**config.mk**
```make
export PLATFORM = sky130hd
export DESIGN_NAME = gripper_command_status_regs
export DESIGN_NICKNAME = d
export VERILOG_FILES = /design/src/verilog/gripper_pkg.sv /design/src/verilog/motion_if.sv /design/src/verilog/contact_sync.sv /design/src/verilog/motion_unit.sv /design/src/verilog/gripper_command_status_regs.sv
export SDC_FILE = /design/constraint.sdc
export NUM_CORES = 1
export LEC_CHECK = 0
export BUFFER_PORTS_ARGS = -buffer_cell sky130_fd_sc_hd__buf_2
export CORE_MARGIN = 2
export CORE_UTILIZATION = 39
export DETAILED_ROUTE_END_ITERATION = 10
export MAX_ROUTING_LAYER = met4
export REMOVE_ABC_BUFFERS = 1
export SYNTH_ARGS = -nofsm -noshare
export SYNTH_HDL_FRONTEND = slang
export SYNTH_SLANG_ARGS = --single-unit
export TNS_END_PERCENT = 10
```
**constraint.sdc**
```tcl
create_clock -name clk -period 3.2 [get_ports clk]
set_clock_uncertainty 0.05 [all_clocks]
set_input_delay 0.32 -clock clk [delete_from_list [all_inputs] [get_ports clk]]
set_output_delay 0.32 -clock clk [all_outputs]
set_load 0.03 [all_outputs]
```
**src/verilog/gripper_pkg.sv**
```systemverilog
// Constants shared by the gripper command and status register block
package gripper_pkg;
  // Frame protocol values
  localparam logic [7:0] FC_READ_INPUT = 8'h04;
  localparam logic [7:0] FC_PRESET_MULTI = 8'h10;
  localparam logic [7:0] EXC_FLAG = 8'h80;
  localparam logic [7:0] EXC_ILLEGAL_FUNC = 8'h01;
  localparam logic [7:0] EXC_ILLEGAL_ADDR = 8'h02;
  localparam logic [15:0] FIRST_WORD_ADDR = 16'h0000;
  localparam logic [15:0] WORD_COUNT = 16'h0003;
  localparam logic [15:0] PROTOCOL_ID = 16'h0000;
  localparam logic [7:0] DATA_BYTES = 8'h06;
  localparam logic [7:0] WRITE_ACK_LEN = 8'h06;
  localparam logic [7:0] READ_RESP_LEN = 8'h09;
  localparam logic [7:0] EXC_LEN = 8'h03;
  // Byte positions inside frames
  localparam logic [4:0] DATA_FIRST_IDX = 5'h0d;
  localparam logic [4:0] DATA_LAST_IDX = 5'h12;
  localparam logic [4:0] WRITE_REQ_LAST = 5'h12;
  localparam logic [4:0] READ_REQ_LAST = 5'h0b;
  localparam logic [4:0] WRITE_ACK_LAST = 5'h0b;
  localparam logic [4:0] READ_RESP_LAST = 5'h0e;
  localparam logic [4:0] EXC_LAST = 5'h08;
  localparam logic [4:0] STATUS_FIRST_IDX = 5'h09;
  localparam logic [4:0] IDX_MAX = 5'h1f;
  // Command and status field positions
  localparam int ACT_REQ_BIT = 8;
  localparam int GOTO_REQ_BIT = 11;
  // Object field codes and activation progress
  localparam logic [1:0] OBJ_MOVING = 2'h0;
  localparam logic [1:0] OBJ_OPEN_CONTACT = 2'h1;
  localparam logic [1:0] OBJ_CLOSE_CONTACT = 2'h2;
  localparam logic [1:0] OBJ_AT_TARGET = 2'h3;
  localparam logic [1:0] STA_OFF = 2'h0;
  localparam logic [1:0] STA_BUSY = 2'h1;
  localparam logic [1:0] STA_DONE = 2'h3;
  // Finger figures
  localparam logic [7:0] SOFT_OPEN_LIMIT = 8'h0d;
  localparam logic [7:0] MECH_OPEN = 8'h00;
  localparam logic [7:0] MECH_CLOSE = 8'hff;
  localparam logic [7:0] MOVE_CURRENT = 8'h10;
  localparam logic [7:0] FAULT_NONE = 8'h00;
  localparam logic [7:0] FAULT_NOT_ACTIVE = 8'h05;
  localparam logic [7:0] RESET_BYTE = 8'h00;
  localparam logic [15:0] RESET_WORD = 16'h0000;
  // Finger step time and its cycle count
  localparam int CLK_PERIOD_NS = 40;
  localparam int STEP_TIME_NS = 20000;
  localparam int STEP_CYCLES = (STEP_TIME_NS + CLK_PERIOD_NS - 1) / CLK_PERIOD_NS;
endpackage

```
**src/verilog/motion_if.sv**
```systemverilog
// Carrier between the register block and the finger motion unit
interface motion_if;
  logic act;
  logic goTo;
  logic [7:0] target;
  logic [7:0] speed;
  logic [7:0] forceLimit;
  logic cmdStrobe;
  logic contact;
  logic actState;
  logic gotoState;
  logic [1:0] staField;
  logic [1:0] objField;
  logic [7:0] position;
  logic [7:0] current;
  logic [7:0] fault;
  logic openingDrive;
  logic closingDrive;
  modport ctrl (
    output act, goTo, target, speed, forceLimit, cmdStrobe, contact,
    input actState, gotoState, staField, objField, position, current, fault,
    input openingDrive, closingDrive
  );
  modport unit (
    input act, goTo, target, speed, forceLimit, cmdStrobe, contact,
    output actState, gotoState, staField, objField, position, current, fault,
    output openingDrive, closingDrive
  );
endinterface

```
**src/verilog/contact_sync.sv**
```systemverilog
// Two-stage synchroniser for the object contact pin
module contact_sync (
  // Clock and reset
  input wire logic clk,
  input wire logic reset,
  // Pin and synchronised level
  input wire logic pinIn,
  output logic levelOut
);
  logic stage1_q;

  // First stage feeds only the second
  always_ff @(posedge clk)
  begin
    if (reset)
    begin
      stage1_q <= 1'b0;
      levelOut <= 1'b0;
    end
    else
    begin
      stage1_q <= pinIn;
      levelOut <= stage1_q;
    end
  end
endmodule

```
**src/verilog/motion_unit.sv**
```systemverilog
// Finger motion unit: activation routine, moves, contact and stop codes
module motion_unit #(
  parameter int STEP_CYCLES = gripper_pkg::STEP_CYCLES
) (
  // Clock and reset
  input wire logic clk,
  input wire logic reset,
  // Command and status carrier
  motion_if.unit m
);
  typedef enum logic [4:0] {
    M_OFF = 5'b00001,
    M_INIT_OPEN = 5'b00010,
    M_INIT_CLOSE = 5'b00100,
    M_IDLE = 5'b01000,
    M_MOVE = 5'b10000
  } mstate_e;

  mstate_e state_q;
  logic [15:0] stepCnt_q;
  logic [7:0] goal_q;
  logic tick;
  logic [7:0] clipped;

  // Step timer paces finger travel
  assign tick = (stepCnt_q == 16'(STEP_CYCLES - 1));
  always_ff @(posedge clk)
  begin
    if (reset || tick)
      stepCnt_q <= 16'h0000;
    else
      stepCnt_q <= stepCnt_q + 16'h0001;
  end

  // Full open is held at the software limit
  assign clipped = (m.target < gripper_pkg::SOFT_OPEN_LIMIT) ?
                   gripper_pkg::SOFT_OPEN_LIMIT : m.target;

  // Sequencer, position and object field
  always_ff @(posedge clk)
  begin
    if (reset)
    begin
      state_q <= M_OFF;
      goal_q <= gripper_pkg::MECH_OPEN;
      m.position <= gripper_pkg::MECH_OPEN;
      m.objField <= gripper_pkg::OBJ_MOVING;
      m.staField <= gripper_pkg::STA_OFF;
      m.gotoState <= 1'b0;
      m.actState <= 1'b0;
    end
    else if (!m.act)
    begin
      state_q <= M_OFF;
      m.objField <= gripper_pkg::OBJ_MOVING;
      m.staField <= gripper_pkg::STA_OFF;
      m.gotoState <= 1'b0;
      m.actState <= 1'b0;
    end
    else
    begin
      m.actState <= 1'b1;
      if (m.cmdStrobe)
        m.gotoState <= m.goTo;
      case (state_q)
        M_OFF:
        begin
          state_q <= M_INIT_OPEN;
          m.staField <= gripper_pkg::STA_BUSY;
        end
        M_INIT_OPEN:
          if (tick)
          begin
            if (m.position == gripper_pkg::MECH_OPEN)
              state_q <= M_INIT_CLOSE;
            else
              m.position <= m.position - 8'h01;
          end
        M_INIT_CLOSE:
          if (tick)
          begin
            if (m.position == gripper_pkg::MECH_CLOSE)
            begin
              state_q <= M_IDLE;
              m.staField <= gripper_pkg::STA_DONE;
            end
            else
              m.position <= m.position + 8'h01;
          end
        M_IDLE, M_MOVE:
          if (m.cmdStrobe && m.goTo)
          begin
            state_q <= M_MOVE;
            goal_q <= clipped;
            m.objField <= gripper_pkg::OBJ_MOVING;
          end
          else if (state_q == M_MOVE && tick)
          begin
            if (m.position == goal_q)
            begin
              state_q <= M_IDLE;
              m.objField <= gripper_pkg::OBJ_AT_TARGET;
            end
            else if (m.contact)
            begin
              state_q <= M_IDLE;
              m.objField <= (goal_q > m.position) ?
                            gripper_pkg::OBJ_CLOSE_CONTACT :
                            gripper_pkg::OBJ_OPEN_CONTACT;
            end
            else if (goal_q > m.position)
              m.position <= m.position + 8'h01;
            else
              m.position <= m.position - 8'h01;
          end
        default:
          state_q <= M_OFF;
      endcase
    end
  end

  // Fault byte: motion asked for while not activated
  always_ff @(posedge clk)
  begin
    if (reset)
      m.fault <= gripper_pkg::FAULT_NONE;
    else if (m.cmdStrobe)
      m.fault <= (m.goTo && !m.act) ? gripper_pkg::FAULT_NOT_ACTIVE : gripper_pkg::FAULT_NONE;
  end

  // Motor current and drive levels follow travel
  always_ff @(posedge clk)
  begin
    if (reset)
    begin
      m.current <= gripper_pkg::RESET_BYTE;
      m.openingDrive <= 1'b0;
      m.closingDrive <= 1'b0;
    end
    else
    begin
      m.current <= (state_q == M_IDLE || state_q == M_OFF) ?
                   gripper_pkg::RESET_BYTE : gripper_pkg::MOVE_CURRENT;
      m.openingDrive <= (state_q == M_INIT_OPEN) ||
                        (state_q == M_MOVE && goal_q < m.position);
      m.closingDrive <= (state_q == M_INIT_CLOSE) ||
                        (state_q == M_MOVE && goal_q > m.position);
    end
  end

  chk_at_target_code: assert property (@(posedge clk) disable iff (reset)
    (state_q == M_MOVE && tick && m.position == goal_q && m.act && !m.cmdStrobe)
    |=> (m.objField == gripper_pkg::OBJ_AT_TARGET && state_q == M_IDLE))
    else $error("target reached without object code three");
  chk_soft_limit: assert property (@(posedge clk) disable iff (reset)
    (state_q == M_MOVE) |-> (goal_q >= gripper_pkg::SOFT_OPEN_LIMIT))
    else $error("goal below software open limit");
  chk_close_contact: assert property (@(posedge clk) disable iff (reset)
    (state_q == M_MOVE && tick && m.act && !m.cmdStrobe && m.contact &&
     goal_q > m.position) |=> (m.objField == gripper_pkg::OBJ_CLOSE_CONTACT))
    else $error("closing contact not reported as code two");
  chk_init_start: assert property (@(posedge clk) disable iff (reset)
    (state_q == M_OFF && m.act) |=> (state_q == M_INIT_OPEN) ##1
    (m.staField == gripper_pkg::STA_BUSY || !m.act))
    else $error("activation did not start the routine");
  chk_move_current: assert property (@(posedge clk) disable iff (reset)
    (state_q == M_MOVE) ##1 (state_q == M_MOVE) |-> (m.current == gripper_pkg::MOVE_CURRENT))
    else $error("no motor current while moving");
endmodule

```
**src/verilog/gripper_command_status_regs.sv**
```systemverilog
// Register block: frame decode, command words, status words, replies
module gripper_command_status_regs #(
  parameter int STEP_CYCLES = gripper_pkg::STEP_CYCLES
) (
  // Clock and reset
  input wire logic clk,
  input wire logic reset,
  // Request frame bytes from the transport
  input wire logic rxValid,
  input wire logic [7:0] rxData,
  input wire logic rxEnd,
  output logic rxReady,
  // Reply frame bytes to the transport
  output logic txValid,
  output logic [7:0] txData,
  output logic txLast,
  input wire logic txReady,
  // Finger hardware
  input wire logic contactPin,
  output logic openingDrive,
  output logic closingDrive
);
  typedef enum logic [2:0] {
    ST_IDLE = 3'b001,
    ST_DECIDE = 3'b010,
    ST_SEND = 3'b100
  } state_e;

  typedef enum logic [2:0] {
    K_WRITE = 3'b001,
    K_READ = 3'b010,
    K_EXC = 3'b100
  } kind_e;

  state_e state_q;
  kind_e kind_q;
  logic [4:0] rxIdx_q;
  logic [4:0] lastIdx_q;
  logic [4:0] txIdx_q;
  logic [4:0] dataOff;
  logic [15:0] tid_q;
  logic [15:0] pid_q;
  logic [7:0] unit_q;
  logic [7:0] fc_q;
  logic [15:0] addr_q;
  logic [15:0] qty_q;
  logic [7:0] bc_q;
  logic [7:0] excCode_q;
  logic [2:0][15:0] stage_q;
  logic [15:0] commandWordZero_q;
  logic [15:0] targetAndOptions_q;
  logic [15:0] motionLimits_q;
  logic [2:0][15:0] snap_q;
  logic strobe_q;
  logic [7:0] statusByte;
  logic rangeOk;
  logic writeOk;
  logic readOk;
  logic lastByte;
  logic txFire;

  motion_if m ();

  // Contact pin crosses into the clock domain
  contact_sync u_sync (
    .clk(clk),
    .reset(reset),
    .pinIn(contactPin),
    .levelOut(m.contact)
  );

  motion_unit #(.STEP_CYCLES(STEP_CYCLES)) u_motion (
    .clk(clk),
    .reset(reset),
    .m(m.unit)
  );

  // Command words steer the motion unit; option bits are not used
  assign m.act = commandWordZero_q[gripper_pkg::ACT_REQ_BIT];
  assign m.goTo = commandWordZero_q[gripper_pkg::GOTO_REQ_BIT];
  assign m.target = targetAndOptions_q[7:0];
  assign m.speed = motionLimits_q[15:8];
  assign m.forceLimit = motionLimits_q[7:0];
  assign m.cmdStrobe = strobe_q;
  assign openingDrive = m.openingDrive;
  assign closingDrive = m.closingDrive;

  // Status byte from motion state
  assign statusByte = {m.objField, m.staField, m.gotoState, 2'b00, m.actState};

  // Request checks
  assign dataOff = rxIdx_q - gripper_pkg::DATA_FIRST_IDX;
  assign rangeOk = (addr_q == gripper_pkg::FIRST_WORD_ADDR) && (qty_q == gripper_pkg::WORD_COUNT);
  assign writeOk = rangeOk && (bc_q == gripper_pkg::DATA_BYTES) &&
                   (lastIdx_q == gripper_pkg::WRITE_REQ_LAST);
  assign readOk = rangeOk && (lastIdx_q == gripper_pkg::READ_REQ_LAST);

  // Reply byte at a given position
  function automatic logic [7:0] respByte(input logic [4:0] idx);
    logic [4:0] off;
    logic [15:0] word;
    off = idx - gripper_pkg::STATUS_FIRST_IDX;
    word = snap_q[off[2:1]];
    case (idx)
      5'h00: respByte = tid_q[15:8];
      5'h01: respByte = tid_q[7:0];
      5'h02: respByte = gripper_pkg::PROTOCOL_ID[15:8];
      5'h03: respByte = gripper_pkg::PROTOCOL_ID[7:0];
      5'h04: respByte = 8'h00;
      5'h05: respByte = (kind_q == K_WRITE) ? gripper_pkg::WRITE_ACK_LEN :
                        (kind_q == K_READ) ? gripper_pkg::READ_RESP_LEN : gripper_pkg::EXC_LEN;
      5'h06: respByte = unit_q;
      5'h07: respByte = (kind_q == K_EXC) ? (fc_q | gripper_pkg::EXC_FLAG) : fc_q;
      5'h08: respByte = (kind_q == K_WRITE) ? gripper_pkg::FIRST_WORD_ADDR[15:8] :
                        (kind_q == K_READ) ? gripper_pkg::DATA_BYTES : excCode_q;
      default:
        if (kind_q == K_WRITE)
        begin
          case (idx)
            5'h09: respByte = gripper_pkg::FIRST_WORD_ADDR[7:0];
            5'h0a: respByte = gripper_pkg::WORD_COUNT[15:8];
            default: respByte = gripper_pkg::WORD_COUNT[7:0];
          endcase
        end
        else
          respByte = off[0] ? word[7:0] : word[15:8];
    endcase
  endfunction

  // Request header and data capture
  always_ff @(posedge clk)
  begin
    if (reset)
    begin
      tid_q <= gripper_pkg::RESET_WORD;
      pid_q <= gripper_pkg::RESET_WORD;
      unit_q <= gripper_pkg::RESET_BYTE;
      fc_q <= gripper_pkg::RESET_BYTE;
      addr_q <= gripper_pkg::RESET_WORD;
      qty_q <= gripper_pkg::RESET_WORD;
      bc_q <= gripper_pkg::RESET_BYTE;
      stage_q <= '0;
    end
    else if (state_q == ST_IDLE && rxValid)
    begin
      case (rxIdx_q)
        5'h00: tid_q[15:8] <= rxData;
        5'h01: tid_q[7:0] <= rxData;
        5'h02: pid_q[15:8] <= rxData;
        5'h03: pid_q[7:0] <= rxData;
        5'h06: unit_q <= rxData;
        5'h07: fc_q <= rxData;
        5'h08: addr_q[15:8] <= rxData;
        5'h09: addr_q[7:0] <= rxData;
        5'h0a: qty_q[15:8] <= rxData;
        5'h0b: qty_q[7:0] <= rxData;
        5'h0c: bc_q <= rxData;
        default:
          if (rxIdx_q >= gripper_pkg::DATA_FIRST_IDX && rxIdx_q <= gripper_pkg::DATA_LAST_IDX)
          begin
            if (dataOff[0])
              stage_q[dataOff[2:1]][7:0] <= rxData;
            else
              stage_q[dataOff[2:1]][15:8] <= rxData;
          end
      endcase
    end
  end

  // Byte counter and frame length
  always_ff @(posedge clk)
  begin
    if (reset)
    begin
      rxIdx_q <= 5'h00;
      lastIdx_q <= 5'h00;
    end
    else if (state_q == ST_IDLE && rxValid)
    begin
      if (rxEnd)
      begin
        rxIdx_q <= 5'h00;
        lastIdx_q <= rxIdx_q;
      end
      else if (rxIdx_q != gripper_pkg::IDX_MAX)
        rxIdx_q <= rxIdx_q + 5'h01;
    end
  end

  // Command words: written only by a whole three-word write
  always_ff @(posedge clk)
  begin
    if (reset)
    begin
      commandWordZero_q <= gripper_pkg::RESET_WORD;
      targetAndOptions_q <= gripper_pkg::RESET_WORD;
      motionLimits_q <= gripper_pkg::RESET_WORD;
      strobe_q <= 1'b0;
    end
    else
    begin
      strobe_q <= 1'b0;
      if (state_q == ST_DECIDE && fc_q == gripper_pkg::FC_PRESET_MULTI && writeOk &&
          pid_q == gripper_pkg::PROTOCOL_ID)
      begin
        commandWordZero_q <= stage_q[0];
        targetAndOptions_q <= stage_q[1];
        motionLimits_q <= stage_q[2];
        strobe_q <= 1'b1;
      end
    end
  end

  // Status snapshot, separate from the command words
  always_ff @(posedge clk)
  begin
    if (reset)
      snap_q <= '0;
    else if (state_q == ST_DECIDE && fc_q == gripper_pkg::FC_READ_INPUT && readOk)
    begin
      snap_q[0] <= {statusByte, gripper_pkg::RESET_BYTE};
      snap_q[1] <= {m.fault, targetAndOptions_q[7:0]};
      snap_q[2] <= {m.position, m.current};
    end
  end

  // Frame sequencer and reply stream
  assign lastByte = (kind_q == K_WRITE) ? (txIdx_q == gripper_pkg::WRITE_ACK_LAST) :
                    (kind_q == K_READ) ? (txIdx_q == gripper_pkg::READ_RESP_LAST) :
                    (txIdx_q == gripper_pkg::EXC_LAST);
  assign txFire = txValid && txReady;
  always_ff @(posedge clk)
  begin
    if (reset)
    begin
      state_q <= ST_IDLE;
      kind_q <= K_EXC;
      excCode_q <= gripper_pkg::RESET_BYTE;
      txIdx_q <= 5'h00;
      rxReady <= 1'b1;
      txValid <= 1'b0;
      txData <= gripper_pkg::RESET_BYTE;
      txLast <= 1'b0;
    end
    else
    begin
      case (state_q)
        ST_IDLE:
          if (rxValid && rxEnd)
          begin
            state_q <= ST_DECIDE;
            rxReady <= 1'b0;
          end
        ST_DECIDE:
        begin
          txIdx_q <= 5'h00;
          if (pid_q != gripper_pkg::PROTOCOL_ID)
          begin
            state_q <= ST_IDLE;
            rxReady <= 1'b1;
          end
          else
          begin
            state_q <= ST_SEND;
            txValid <= 1'b1;
            txData <= tid_q[15:8];
            txLast <= 1'b0;
            if (fc_q == gripper_pkg::FC_PRESET_MULTI && writeOk)
              kind_q <= K_WRITE;
            else if (fc_q == gripper_pkg::FC_READ_INPUT && readOk)
              kind_q <= K_READ;
            else
            begin
              kind_q <= K_EXC;
              excCode_q <= (fc_q == gripper_pkg::FC_PRESET_MULTI ||
                            fc_q == gripper_pkg::FC_READ_INPUT) ?
                           gripper_pkg::EXC_ILLEGAL_ADDR : gripper_pkg::EXC_ILLEGAL_FUNC;
            end
          end
        end
        ST_SEND:
          if (txFire)
          begin
            if (txLast)
            begin
              state_q <= ST_IDLE;
              txValid <= 1'b0;
              txLast <= 1'b0;
              rxReady <= 1'b1;
            end
            else
            begin
              txIdx_q <= txIdx_q + 5'h01;
              txData <= respByte(txIdx_q + 5'h01);
              txLast <= (kind_q == K_WRITE) ? (txIdx_q + 5'h01 == gripper_pkg::WRITE_ACK_LAST) :
                        (kind_q == K_READ) ? (txIdx_q + 5'h01 == gripper_pkg::READ_RESP_LAST) :
                        (txIdx_q + 5'h01 == gripper_pkg::EXC_LAST);
            end
          end
        default:
          state_q <= ST_IDLE;
      endcase
    end
  end

  chk_ack_length: assert property (@(posedge clk) disable iff (reset)
    (txValid && kind_q == K_WRITE && txIdx_q == 5'h05) |-> (txData == 8'h06))
    else $error("write reply length byte not six");
  chk_read_count: assert property (@(posedge clk) disable iff (reset)
    (txValid && kind_q == K_READ && txIdx_q == 5'h08) |-> (txData == 8'h06))
    else $error("read reply byte count not six");
  chk_reserved_zero: assert property (@(posedge clk) disable iff (reset)
    (txValid && kind_q == K_READ && txIdx_q == 5'h0a) |-> (txData == 8'h00))
    else $error("reserved status byte not zero");
  chk_cmd_latch: assert property (@(posedge clk) disable iff (reset)
    (state_q == ST_DECIDE && fc_q == 8'h10 && writeOk && pid_q == 16'h0000)
    |=> (commandWordZero_q == $past(stage_q[0]) && strobe_q) ##1 !strobe_q)
    else $error("command word not taken from write");
  chk_status_source: assert property (@(posedge clk) disable iff (reset)
    (state_q == ST_DECIDE && fc_q == 8'h04 && readOk)
    |=> (snap_q[0][15:8] == $past(statusByte) && snap_q[1][7:0] == targetAndOptions_q[7:0]))
    else $error("status read not taken from device state");
  chk_tx_hold: assert property (@(posedge clk) disable iff (reset)
    (txValid && !txReady) |=> (txValid && $stable(txData) && $stable(txLast)))
    else $error("reply byte dropped under back-pressure");
  chk_reply_end: assert property (@(posedge clk) disable iff (reset)
    (txValid && kind_q == K_WRITE && txLast) |-> (txIdx_q == 5'h0b))
    else $error("write reply not twelve bytes");
endmodule

```
==> results of run 1 <==
[registers in the layout, indices dropped and copies added (netlist names), 3 cells and up]
name                 count
snap_q                  24
addr_q                  16
pid_q                   16
qty_q                   16
tid_q                   16
u_motion.stepCnt_q      16
stage_q                 10
bc_q                     8
fc_q                     8
targetAndOptions_q       8
txData                   8
u_motion.goal_q          8
u_motion.m.position      8
unit_q                   8
lastIdx_q                5
rxIdx_q                  5
txIdx_q                  5
u_motion.state_q         5
kind_q                   3
state_q                  3
[power groups by stage]
stage	Clock (mW)	Combinational [mW]	Sequential, mW
after floorplan	0	0.164	2.82
after CTS	2.72	0.311	2.77
final	2.66	0.312	2.77
after global placement	0	0.307	2.83
after detailed placement	0	0.309	2.83
after global routing	2.84	0.340	2.77
[final cells by class]
| type | count | area share (%) |
|---|---|---|
| clock buffers | 34 | 6.19 |
| inverters | 24 | 0.812 |
| flip-flops and latches | 216 | 39.0 |
| repair buffers | 45 | 2.65 |
| multi-input cells | 844 | 47.0 |
| clock inverters | 8 | 0.665 |
| well taps | 330 | 3.72 |
[cells by family (layout without fill, tap and decap cells)]
group                    Yosys count  in the layout  synth area share, %
XOR/XNOR                          25             25                 2.46
buffers and inverters             96            111                 4.49
adder cells (fa/ha/maj)           22             22                 2.73
AO/OA/AOI/OAI                    198            198                 12.4
AND/OR/NAND/NOR                  495            495                 24.0
multiplexers                     104            104                 10.5
flip-flops                       216            216                 43.3
[critical path, stage by stage (launching register included)]
cell and delay (ns):
dfxtp_1 0.59, inv_1 0.19, ha_1 0.39, nor2_1 0.32
a21oi_1 0.13, nor2_1 0.12, a21oi_1 0.06, nor3_1 0.29
o21ai_2 0.11, a2111oi_1 0.39
[worst paths after layout]
path	startpoint	endpoint	cells after the start
max	txIdx_q[0]	txData[0]	9
min	rxEnd	rxIdx_q[1]	3
max reg2reg	txIdx_q[0]	txData[0]	9
min reg2reg	u_sync.stage1_q	u_sync.levelOut	1
[through the flow]
step	hold WS, ns	cell area (um^2)	utilization [%]	worst slack [ns]
final	0.0734	11100	44.1	0.483
after global routing	0.0644	11100	44.1	0.216
after CTS	0.0563	11100	44.1	0.499
after detailed placement	0.381	10300	41.0	0.485
after global placement	0.381	10300	41.0	0.566
after floorplan	0.339	9620	-	0.205
[cell usage in the layout (no fill, tap or decap), types with 5 or more instances in the layout]
cell type	n
xnor2_1	10
and3_1	8
o21ai_0	27
mux2_2	5
buf_2	25
mux2i_1	98
a31oi_1	5
nor2_1	175
xor2_1	13
a22oi_1	11
inv_1	24
ha_1	21
nand2b_1	5
clkbuf_8	7
nor3b_1	5
or3_1	13
a22o_1	7
nor3_1	28
dfxtp_1	216
buf_4	17
a21oi_1	98
nand3b_1	8
nand2_1	120
clkbuf_16	23
nor4_1	24
nand3_1	48
nor2b_1	8
nand4_1	13
[routing by layer]
metal | track usage (%) | part of all wire (%) | vias to the layer above | wire (um)
li1 | - | - | 4049 | -
met1 | 26.5 | 50 | 3791 | 12300
met2 | 28.6 | 44 | 146 | 10800
met3 | 2.47 | 4.0 | 40 | 988
met4 | 4.63 | 1.9 | 0 | 473
met5 | - | 0 | - | 0
==> results.yml, run 1 <==
global_routing:
  grt_first_pass_wirelength_mm: 40.2
  overflow: 0
  antenna_found_initial: 0
  grt_pass1_vias: 7586
  grt_max_degree: 118
  grtUsageTotal_pct: 18.8
synthesis:
  synth_edf_count: 0
  yosysTopAreaCellShare_pct: 43.3
  synth_commonest_cells: "216 x dfxtp_1, 175 x nor2_1, 120 x nand2_1, 98 x a21oi_1, 98 x mux2i_1"
  synthTopCellsByArea: "dfxtp_1 43%, mux2i_1 9.8%, nor2_1 6.6%, a21oi_1 4.9%, nand2_1 4.5%"
  async_reset_ff_share_pct: 0
  syn_inst: 1156
  synthFlopType: "dfxtp_1"
  netlist_area_um2: 9980
  synth_area_leader_cell: "dfxtp_1"
  syn_avg_cell_area_um2: 8.63
  yosysMostFrequentCell: "dfxtp_1"
  synth_warnings: 0
  ys_types: 87
  synth-seq-area-share_pct: 43.3
  synth_seq_cells: 216
cts:
  cts_sinks: 216
  clock_latency_ns: 0.52
  cts_hold_buf: 1
  cts_buffers: 23
  post_cts.repair.setup_buffers: 0
  path_clk_slew_ns: 0.06
  htree_levels: 1
  clockBufferDepth: 3
  post_cts_resize_count: 0
  cts_tree: "done"
  cts_root_buf: "clkbuf_16"
die:
  rows: 58
  num_io_pins: 27
  die-area_um2: 26900
  initial_core_util_pct: 39.6
  die_w_um: 164
  die_y_um: 164
  core_area_um2: 25200
sta:
  rsz0062_at_grt: "no"
  finalCritPeriodShare_pct: 84.9
  hold_violations: 0
  max_freq_mhz: 368
  slew_violations: 0
  fin_tns_setup_ns: 0
  setup_viol: 0
  slew_headroom_pct: 44.9
  worst_slew_pin_slew_ns: 0.822
  fin_crit_ns: 2.72
finish:
  multi_input_area_um2: 5210
  fill_cells: 2447
  syn2layout_area_growth_pct: 11.2
  fin_cells: 1501
  regArea_um2: 4320
  final_nets: 1189
  drive_above_1_share_pct: 9.99
  num_antenna_cells: 0
drt:
  wl_per_cell_um: 16.4
  drc: 0
  wl_mm: 24.6
  drtIter0Drc: 604
  ant_nets: 0
  dr.pass1.iters: 5
  routed_via_density: 5.35
  vias: 8026
critical_path:
  required_ns: 3.56
  cp-start-kind: "flop"
  end_kind: "flop"
  cp_max_fo: 11
  worstPathArrival_ns: 3.08
  critical_path_class: "reg2reg"
  reg2reg_slack_ns: 0.48
placement:
  detailed_place_hpwl_mm: 16.8
  gp_congestion: 0.916
  io_buffers: 26
  place_inst: 1458
power:
  cellLeakagePower_nw: 4.30
  p_int_mw: 4.40
  swShare_pct: 23.5
  combPwrFrac_pct: 5.4
  p_total_mw: 5.74
  p_sw_mw: 1.35
  p_per_area_nw_per_um2: 518
  vdd_drop_max_mv: 0.332
  clock_power_share_pct: 46.4
  pwr-share-seq_pct: 48.2
run_status:
  run_status: "complete, no violations"
worst_hold_path:
  holdCritPathClass: "in2reg"
run:
  drv_cap: 0
(Power assumes the default switching activity.)
==> inputs of run 2 (changes only) <==
--- a/config.mk
+++ b/config.mk
@@ -5,6 +5,7 @@
 export SDC_FILE = /design/constraint.sdc
 export NUM_CORES = 1
 export LEC_CHECK = 0
+export ABC_AREA = 1
 export BUFFER_PORTS_ARGS = -buffer_cell sky130_fd_sc_hd__buf_2
 export CORE_MARGIN = 2
 export CORE_UTILIZATION = 39
==> constraint.sdc (replaced) <==
create_clock -name clk -period 2.6 [get_ports clk]
set_clock_uncertainty 0.05 [all_clocks]
set_input_delay 0.26 -clock clk [delete_from_list [all_inputs] [get_ports clk]]
set_output_delay 0.26 -clock clk [all_outputs]
set_load 0.03 [all_outputs]
==> results.yml, run 2 <==
run_status:
  run_status: "complete, no violations"
placement:
  gp_congestion: 0.857
  place_inst: 1778
  detailed_place_hpwl_mm: 18.8
  io_buffers: 26
finish:
  layout_common_cells: "244 x nand2_1, 214 x dfxtp_1, 175 x a21oi_1, 170 x nor2_1, 163 x inv_1"
  fin_cells: 1829
  final_nets: 1511
  largest_register_ffs: 24
  final_common_cell: "nand2_1"
  fill_cells: 2609
  syn2layout_area_growth_pct: 13.9
  postLayoutCoreUtil_pct: 45.0
  multi_input_area_um2: 5020
  drive_above_1_share_pct: 8.90
  regArea_um2: 4330
  regMostFlops: "snap_q"
  num_antenna_cells: 0
sta:
  hold_violations: 0
  rsz0062_at_grt: "no"
  setup_viol: 0
  fin_tns_setup_ns: 0
  hold_ws_ns: 0.0434
  finalCritPeriodShare_pct: 90.9
  slew_violations: 0
  fin_crit_ns: 2.36
  slew_headroom_pct: 53.3
  max_freq_mhz: 423
  worst_slew_pin_slew_ns: 0.695
critical_path:
  cp_max_fo: 9
  critical_path_class: "reg2reg"
  r2r-start: "u_motion.m.position[6]"
  end_kind: "flop"
  r2r_cells: 14
  worstPathArrival_ns: 2.73
  required_ns: 2.97
  cp-start-kind: "flop"
  r2r_end: "u_motion.m.position[3]"
  reg2reg_slack_ns: 0.24
synthesis:
  synthFlopType: "dfxtp_1"
  async_reset_ff_share_pct: 0
  synth_seq_cells: 216
  synth_commonest_cells: "244 x nand2_1, 216 x dfxtp_1, 175 x a21oi_1, 170 x nor2_1, 164 x inv_1"
  synth_warnings: 0
  yosysTopAreaCellShare_pct: 42.2
  syn_avg_cell_area_um2: 7.06
  ys_types: 48
  synth_area_leader_cell: "dfxtp_1"
  syn_inst: 1452
  yosysMostFrequentCell: "nand2_1"
  netlist_area_um2: 10200
  synth_edf_count: 0
  synth-seq-area-share_pct: 42.2
  synthTopCellsByArea: "dfxtp_1 42%, nand2_1 8.9%, a21oi_1 8.5%, o21ai_0 6.7%, nor2_1 6.2%"
die:
  core_area_um2: 25900
  die_w_um: 166
  die_y_um: 166
  die-area_um2: 27600
  initial_core_util_pct: 39.5
  num_io_pins: 27
  rows: 59
cts:
  clockBufferDepth: 3
  cts_tree: "done"
  clock_latency_ns: 0.53
  path_clk_slew_ns: 0.06
  post_cts.repair.setup_buffers: 0
  htree_levels: 1
  cts_sinks: 216
  cts_buffers: 25
  cts_root_buf: "clkbuf_16"
worst_hold_path:
  min_delay_worst_endpoint: "qty_q[6]"
  holdCritPathClass: "in2reg"
  holdPathStages: 3
  hp-start: "rxData[6]"
power:
  vdd_drop_max_mv: 0.536
  swShare_pct: 24.5
  clock_power_share_pct: 48.6
  p_sw_mw: 1.88
  cellLeakagePower_nw: 4.88
  combPwrFrac_pct: 6.4
  pwr-share-seq_pct: 44.9
  p_per_area_nw_per_um2: 657
  p_int_mw: 5.79
global_routing:
  overflow: 0
  grtUsageTotal_pct: 19.7
  grt_max_degree: 59
  grt_pass1_vias: 8731
  grt_first_pass_wirelength_mm: 44.3
  antenna_found_initial: 0
drt:
  ant_nets: 0
  drc: 0
  wl_per_cell_um: 14.6
  dr.pass1.iters: 5
  routed_via_density: 5.09
  vias: 9301
  wl_mm: 26.6
  drtIter0Drc: 726
run:
  drv_cap: 0
==> run 2: per-layer routing <==
layer  track usage, %  vias to the layer above  share of wire, %
li1                 -                     4879                 -
met1             26.7                     4228                49
met2             31.6                      155                45
met3             2.69                       39               3.6
met4             4.35                        0               1.7
met5                -                        -                 0
==> run 2: final cells by class <==
class / instances / share of cell area (%)
Inverter: 180 / 5.82
Tap cell: 335 / 3.59
Sequential cell: 216 / 37.1
Clock buffer: 34 / 6.17
Multi-Input combinational cell: 1005 / 43.0
Timing Repair Buffer: 48 / 2.87
Clock inverter: 11 / 1.42
==> run 2: stage by stage <==
stage               total power, mW  cell area (um^2)  setup WS [ns]
floorplan                      3.81             10000          0.108
global placement               4.01             10700          0.285
detailed placement             4.01             10700          0.172
CTS                            7.76             11700          0.150
global route                   7.96             11700       0.000770
finish                         7.67             11700          0.237
==> run 2: cells by family after synthesis <==
kind of cell             share of synthesized area (%)
flip-flops                                        42.2
buffers and inverters                             8.88
adder cells (fa/ha/maj)                           2.56
XOR/XNOR                                          1.11
AND/OR/NAND/NOR                                   25.9
AO/OA/AOI/OAI                                     19.3
==> run 2: how the worst max path moves through the flow <==
| stage | from | endpoint | slack, ns | depth (start not counted) |
|---|---|---|---|---|
| after global placement | txIdx_q[0] | txData[6] | 0.28 | 12 |
| after floorplan | rxIdx_q[0] | stage_q[16] | 0.11 | 10 |
| after CTS | txIdx_q[0] | txData[4] | 0.15 | 12 |
| after global routing | u_motion.m.position[6] | u_motion.m.position[3] | 0.0008 | 14 |
| final | u_motion.m.position[6] | u_motion.m.position[3] | 0.24 | 14 |
| after detailed placement | txIdx_q[0] | txData[4] | 0.17 | 12 |
==> run 2: power groups by stage <==
stage	clock network, mW	logic (mW)	registers [mW]
CTS	3.81	0.498	3.45
global route	3.94	0.564	3.45
floorplan	0	0.302	3.51
global placement	0	0.488	3.52
finish	3.73	0.494	3.45
detailed placement	0	0.489	3.52
==> run 2: worst max-delay path, cell delays in order (launching register included) <==
cell and delay, ns:
dfxtp_1 0.51, inv_1 0.13, ha_1 0.31, nand2_1 0.09
nor2_1 0.06, nand2_1 0.11, inv_1 0.08, nor2_1 0.16
nand3_1 0.11, nand2_1 0.10, nand3_1 0.08, nor2_1 0.16
inv_1 0.13, nor2_1 0.12, nor2_1 0.05
==> run 2: what timing repair did <==
| item | 4_1_cts | 5_1_grt |
|---|---|---|
| endpoints found under the setup margin | 0 | 13 |
| endpoints found under the hold margin | 8 | 0 |
| resized for setup | 0 | 4 |
| hold buffers | 6 | 0 |
==> inputs of run 3 (changes only) <==
--- a/config.mk
+++ b/config.mk
@@ -8,7 +8,7 @@
 export ABC_AREA = 1
 export BUFFER_PORTS_ARGS = -buffer_cell sky130_fd_sc_hd__buf_2
 export CORE_MARGIN = 2
-export CORE_UTILIZATION = 39
+export CORE_UTILIZATION = 40
 export DETAILED_ROUTE_END_ITERATION = 10
 export MAX_ROUTING_LAYER = met4
 export REMOVE_ABC_BUFFERS = 1
==> results.yml, run 3 (same netlist as run 2, synthesis figures left out) <==
cts:
  cts_tree: "done"
  clock_latency_ns: 0.53
  cts_sinks: 216
  htree_levels: 1
  clockBufferDepth: 3
  path_clk_slew_ns: 0.06
  cts_root_buf: "clkbuf_16"
  cts_buffers: 25
sta:
  worst_slew_pin_slew_ns: 0.676
  rsz0062_at_grt: "no"
  slew_headroom_pct: 54.5
  setup_viol: 0
  fin_crit_ns: 2.27
  slew_violations: 0
  finalCritPeriodShare_pct: 87.4
  setup_ws_ns: 0.327
  hold_violations: 0
  max_freq_mhz: 440
  hold_ws_ns: 0.0135
  fin_tns_setup_ns: 0
global_routing:
  overflow: 0
  grtUsageTotal_pct: 20.4
  grt_max_degree: 64
  antenna_found_initial: 0
  grt_first_pass_wirelength_mm: 43.4
  grt_pass1_vias: 8614
placement:
  io_buffers: 26
  dp_slack_ns: 0.311
  gp_congestion: 0.910
  detailed_place_hpwl_mm: 18.8
  place_inst: 1776
die:
  die_w_um: 164
  die-area_um2: 26900
  die_y_um: 164
  initial_core_util_pct: 40.7
  core_area_um2: 25200
  rows: 58
  num_io_pins: 27
finish:
  drive_above_1_share_pct: 9.19
  final_nets: 1510
  multi_input_area_um2: 5010
  fin_cells: 1821
  regArea_um2: 4330
  layout_common_cells: "244 x nand2_1, 211 x dfxtp_1, 175 x a21oi_1, 170 x nor2_1, 163 x inv_1"
  regMostFlops: "snap_q"
  final_common_cell: "nand2_1"
  largest_register_ffs: 24
  num_antenna_cells: 0
  fill_cells: 2557
  syn2layout_area_growth_pct: 13.1
critical_path:
  r2r-start: "txIdx_q[1]"
  cp-start-kind: "flop"
  required_ns: 2.96
  r2r_end: "txData[7]"
  startpoint: "txIdx_q[1]"
  endpoint: "txData[7]"
  reg2reg_slack_ns: 0.33
  critical_path_class: "reg2reg"
  worstPathArrival_ns: 2.63
  cp_max_fo: 15
  r2r_cells: 12
  end_kind: "flop"
drt:
  drtIter0Drc: 560
  wl_per_cell_um: 14.4
  routed_via_density: 5.15
  drc: 0
  wl_mm: 26.2
  ant_nets: 0
  dr.pass1.iters: 5
  vias: 9372
power:
  cellLeakagePower_nw: 4.87
  vdd_drop_max_mv: 0.534
  p_per_area_nw_per_um2: 647
worst_hold_path:
  holdCritPathClass: "in2reg"
run_status:
  run_status: "complete, no violations"
run:
  drv_cap: 0
run 3: changes by cell type in the layout (fill, tap and decap cells not counted), sizes merged:
| cell | before | now |
|---|---|---|
| bufinv | 3 | 2 |
| clkinvlp | 4 | 1 |
| buf | 42 | 45 |
| clkinv | 7 | 10 |
| dlygate4sd3 | 6 | 2 |
| clkbuf | 34 | 35 |
| inv | 177 | 175 |
run 3: area by class of cell:
class	instances	share of cell area, %
Multi-Input combinational cell	1005	43.3
Timing Repair Buffer	47	2.63
Clock buffer	35	6.33
Clock inverter	8	0.993
Sequential cell	216	37.4
Inverter	180	5.86
Tap cell	330	3.56
run 3: report_power, final:
| part | internal [mW] | leakage [nW] | switching (mW) |
|---|---|---|---|
| clock network | 2.17 | 0.416 | 1.40 |
| logic | 0.141 | 2.71 | 0.350 |
| registers | 3.38 | 1.75 | 0.0614 |
run 3: what timing repair did:
action,CTS,global route
endpoints found under the setup margin,0,7
endpoints found under the hold margin,2,0
buffers inserted,0,0
hold buffers,2,0
gates resized for setup,0,5
run 3: critical path: stages (launching register included):
cell	delay, ns
dfxtp_1	0.39
ha_1	0.26
or2_1	0.24
nand2_2	0.10
inv_2	0.07
nor2_4	0.30
nand2_1	0.19
nand2_1	0.16
nor2_4	0.09
nand2_4	0.08
nand2_1	0.06
nand3_1	0.08
a21oi_1	0.06
run 3: per-stage QoR:
stage	power [mW]	cell area [um^2]	utilization, %
6_report	7.50	11600	46.0
5_1_grt	7.79	11600	46.0
4_1_cts	7.58	11600	46.0
3_5_place_dp	4.00	10700	42.5
3_3_place_gp	4.00	10700	42.5
2_1_floorplan	3.81	10000	-
run 3: metal layers:
layer	share of wire [%]	routed length, um	vias to the layer above	track usage [%]
li1	-	-	4863	-
met1	49	12800	4276	28.0
met2	45	11800	195	32.1
met3	4.1	1080	38	2.50
met4	1.9	500	0	4.78
met5	0	0	-	-
run 3: worst min path at each step:
stage / from / endpoint / slack [ns] / depth (start not counted)
floorplan: reset / excCode_q[0] / 0.28 / 1
global placement: u_sync.stage1_q / u_sync.levelOut / 0.34 / 2
detailed placement: u_sync.stage1_q / u_sync.levelOut / 0.34 / 2
CTS: rxData[0] / fc_q[0] / 0.0004 / 3
global route: rxData[6] / tid_q[6] / 0.03 / 3
finish: rxData[0] / fc_q[0] / 0.01 / 3
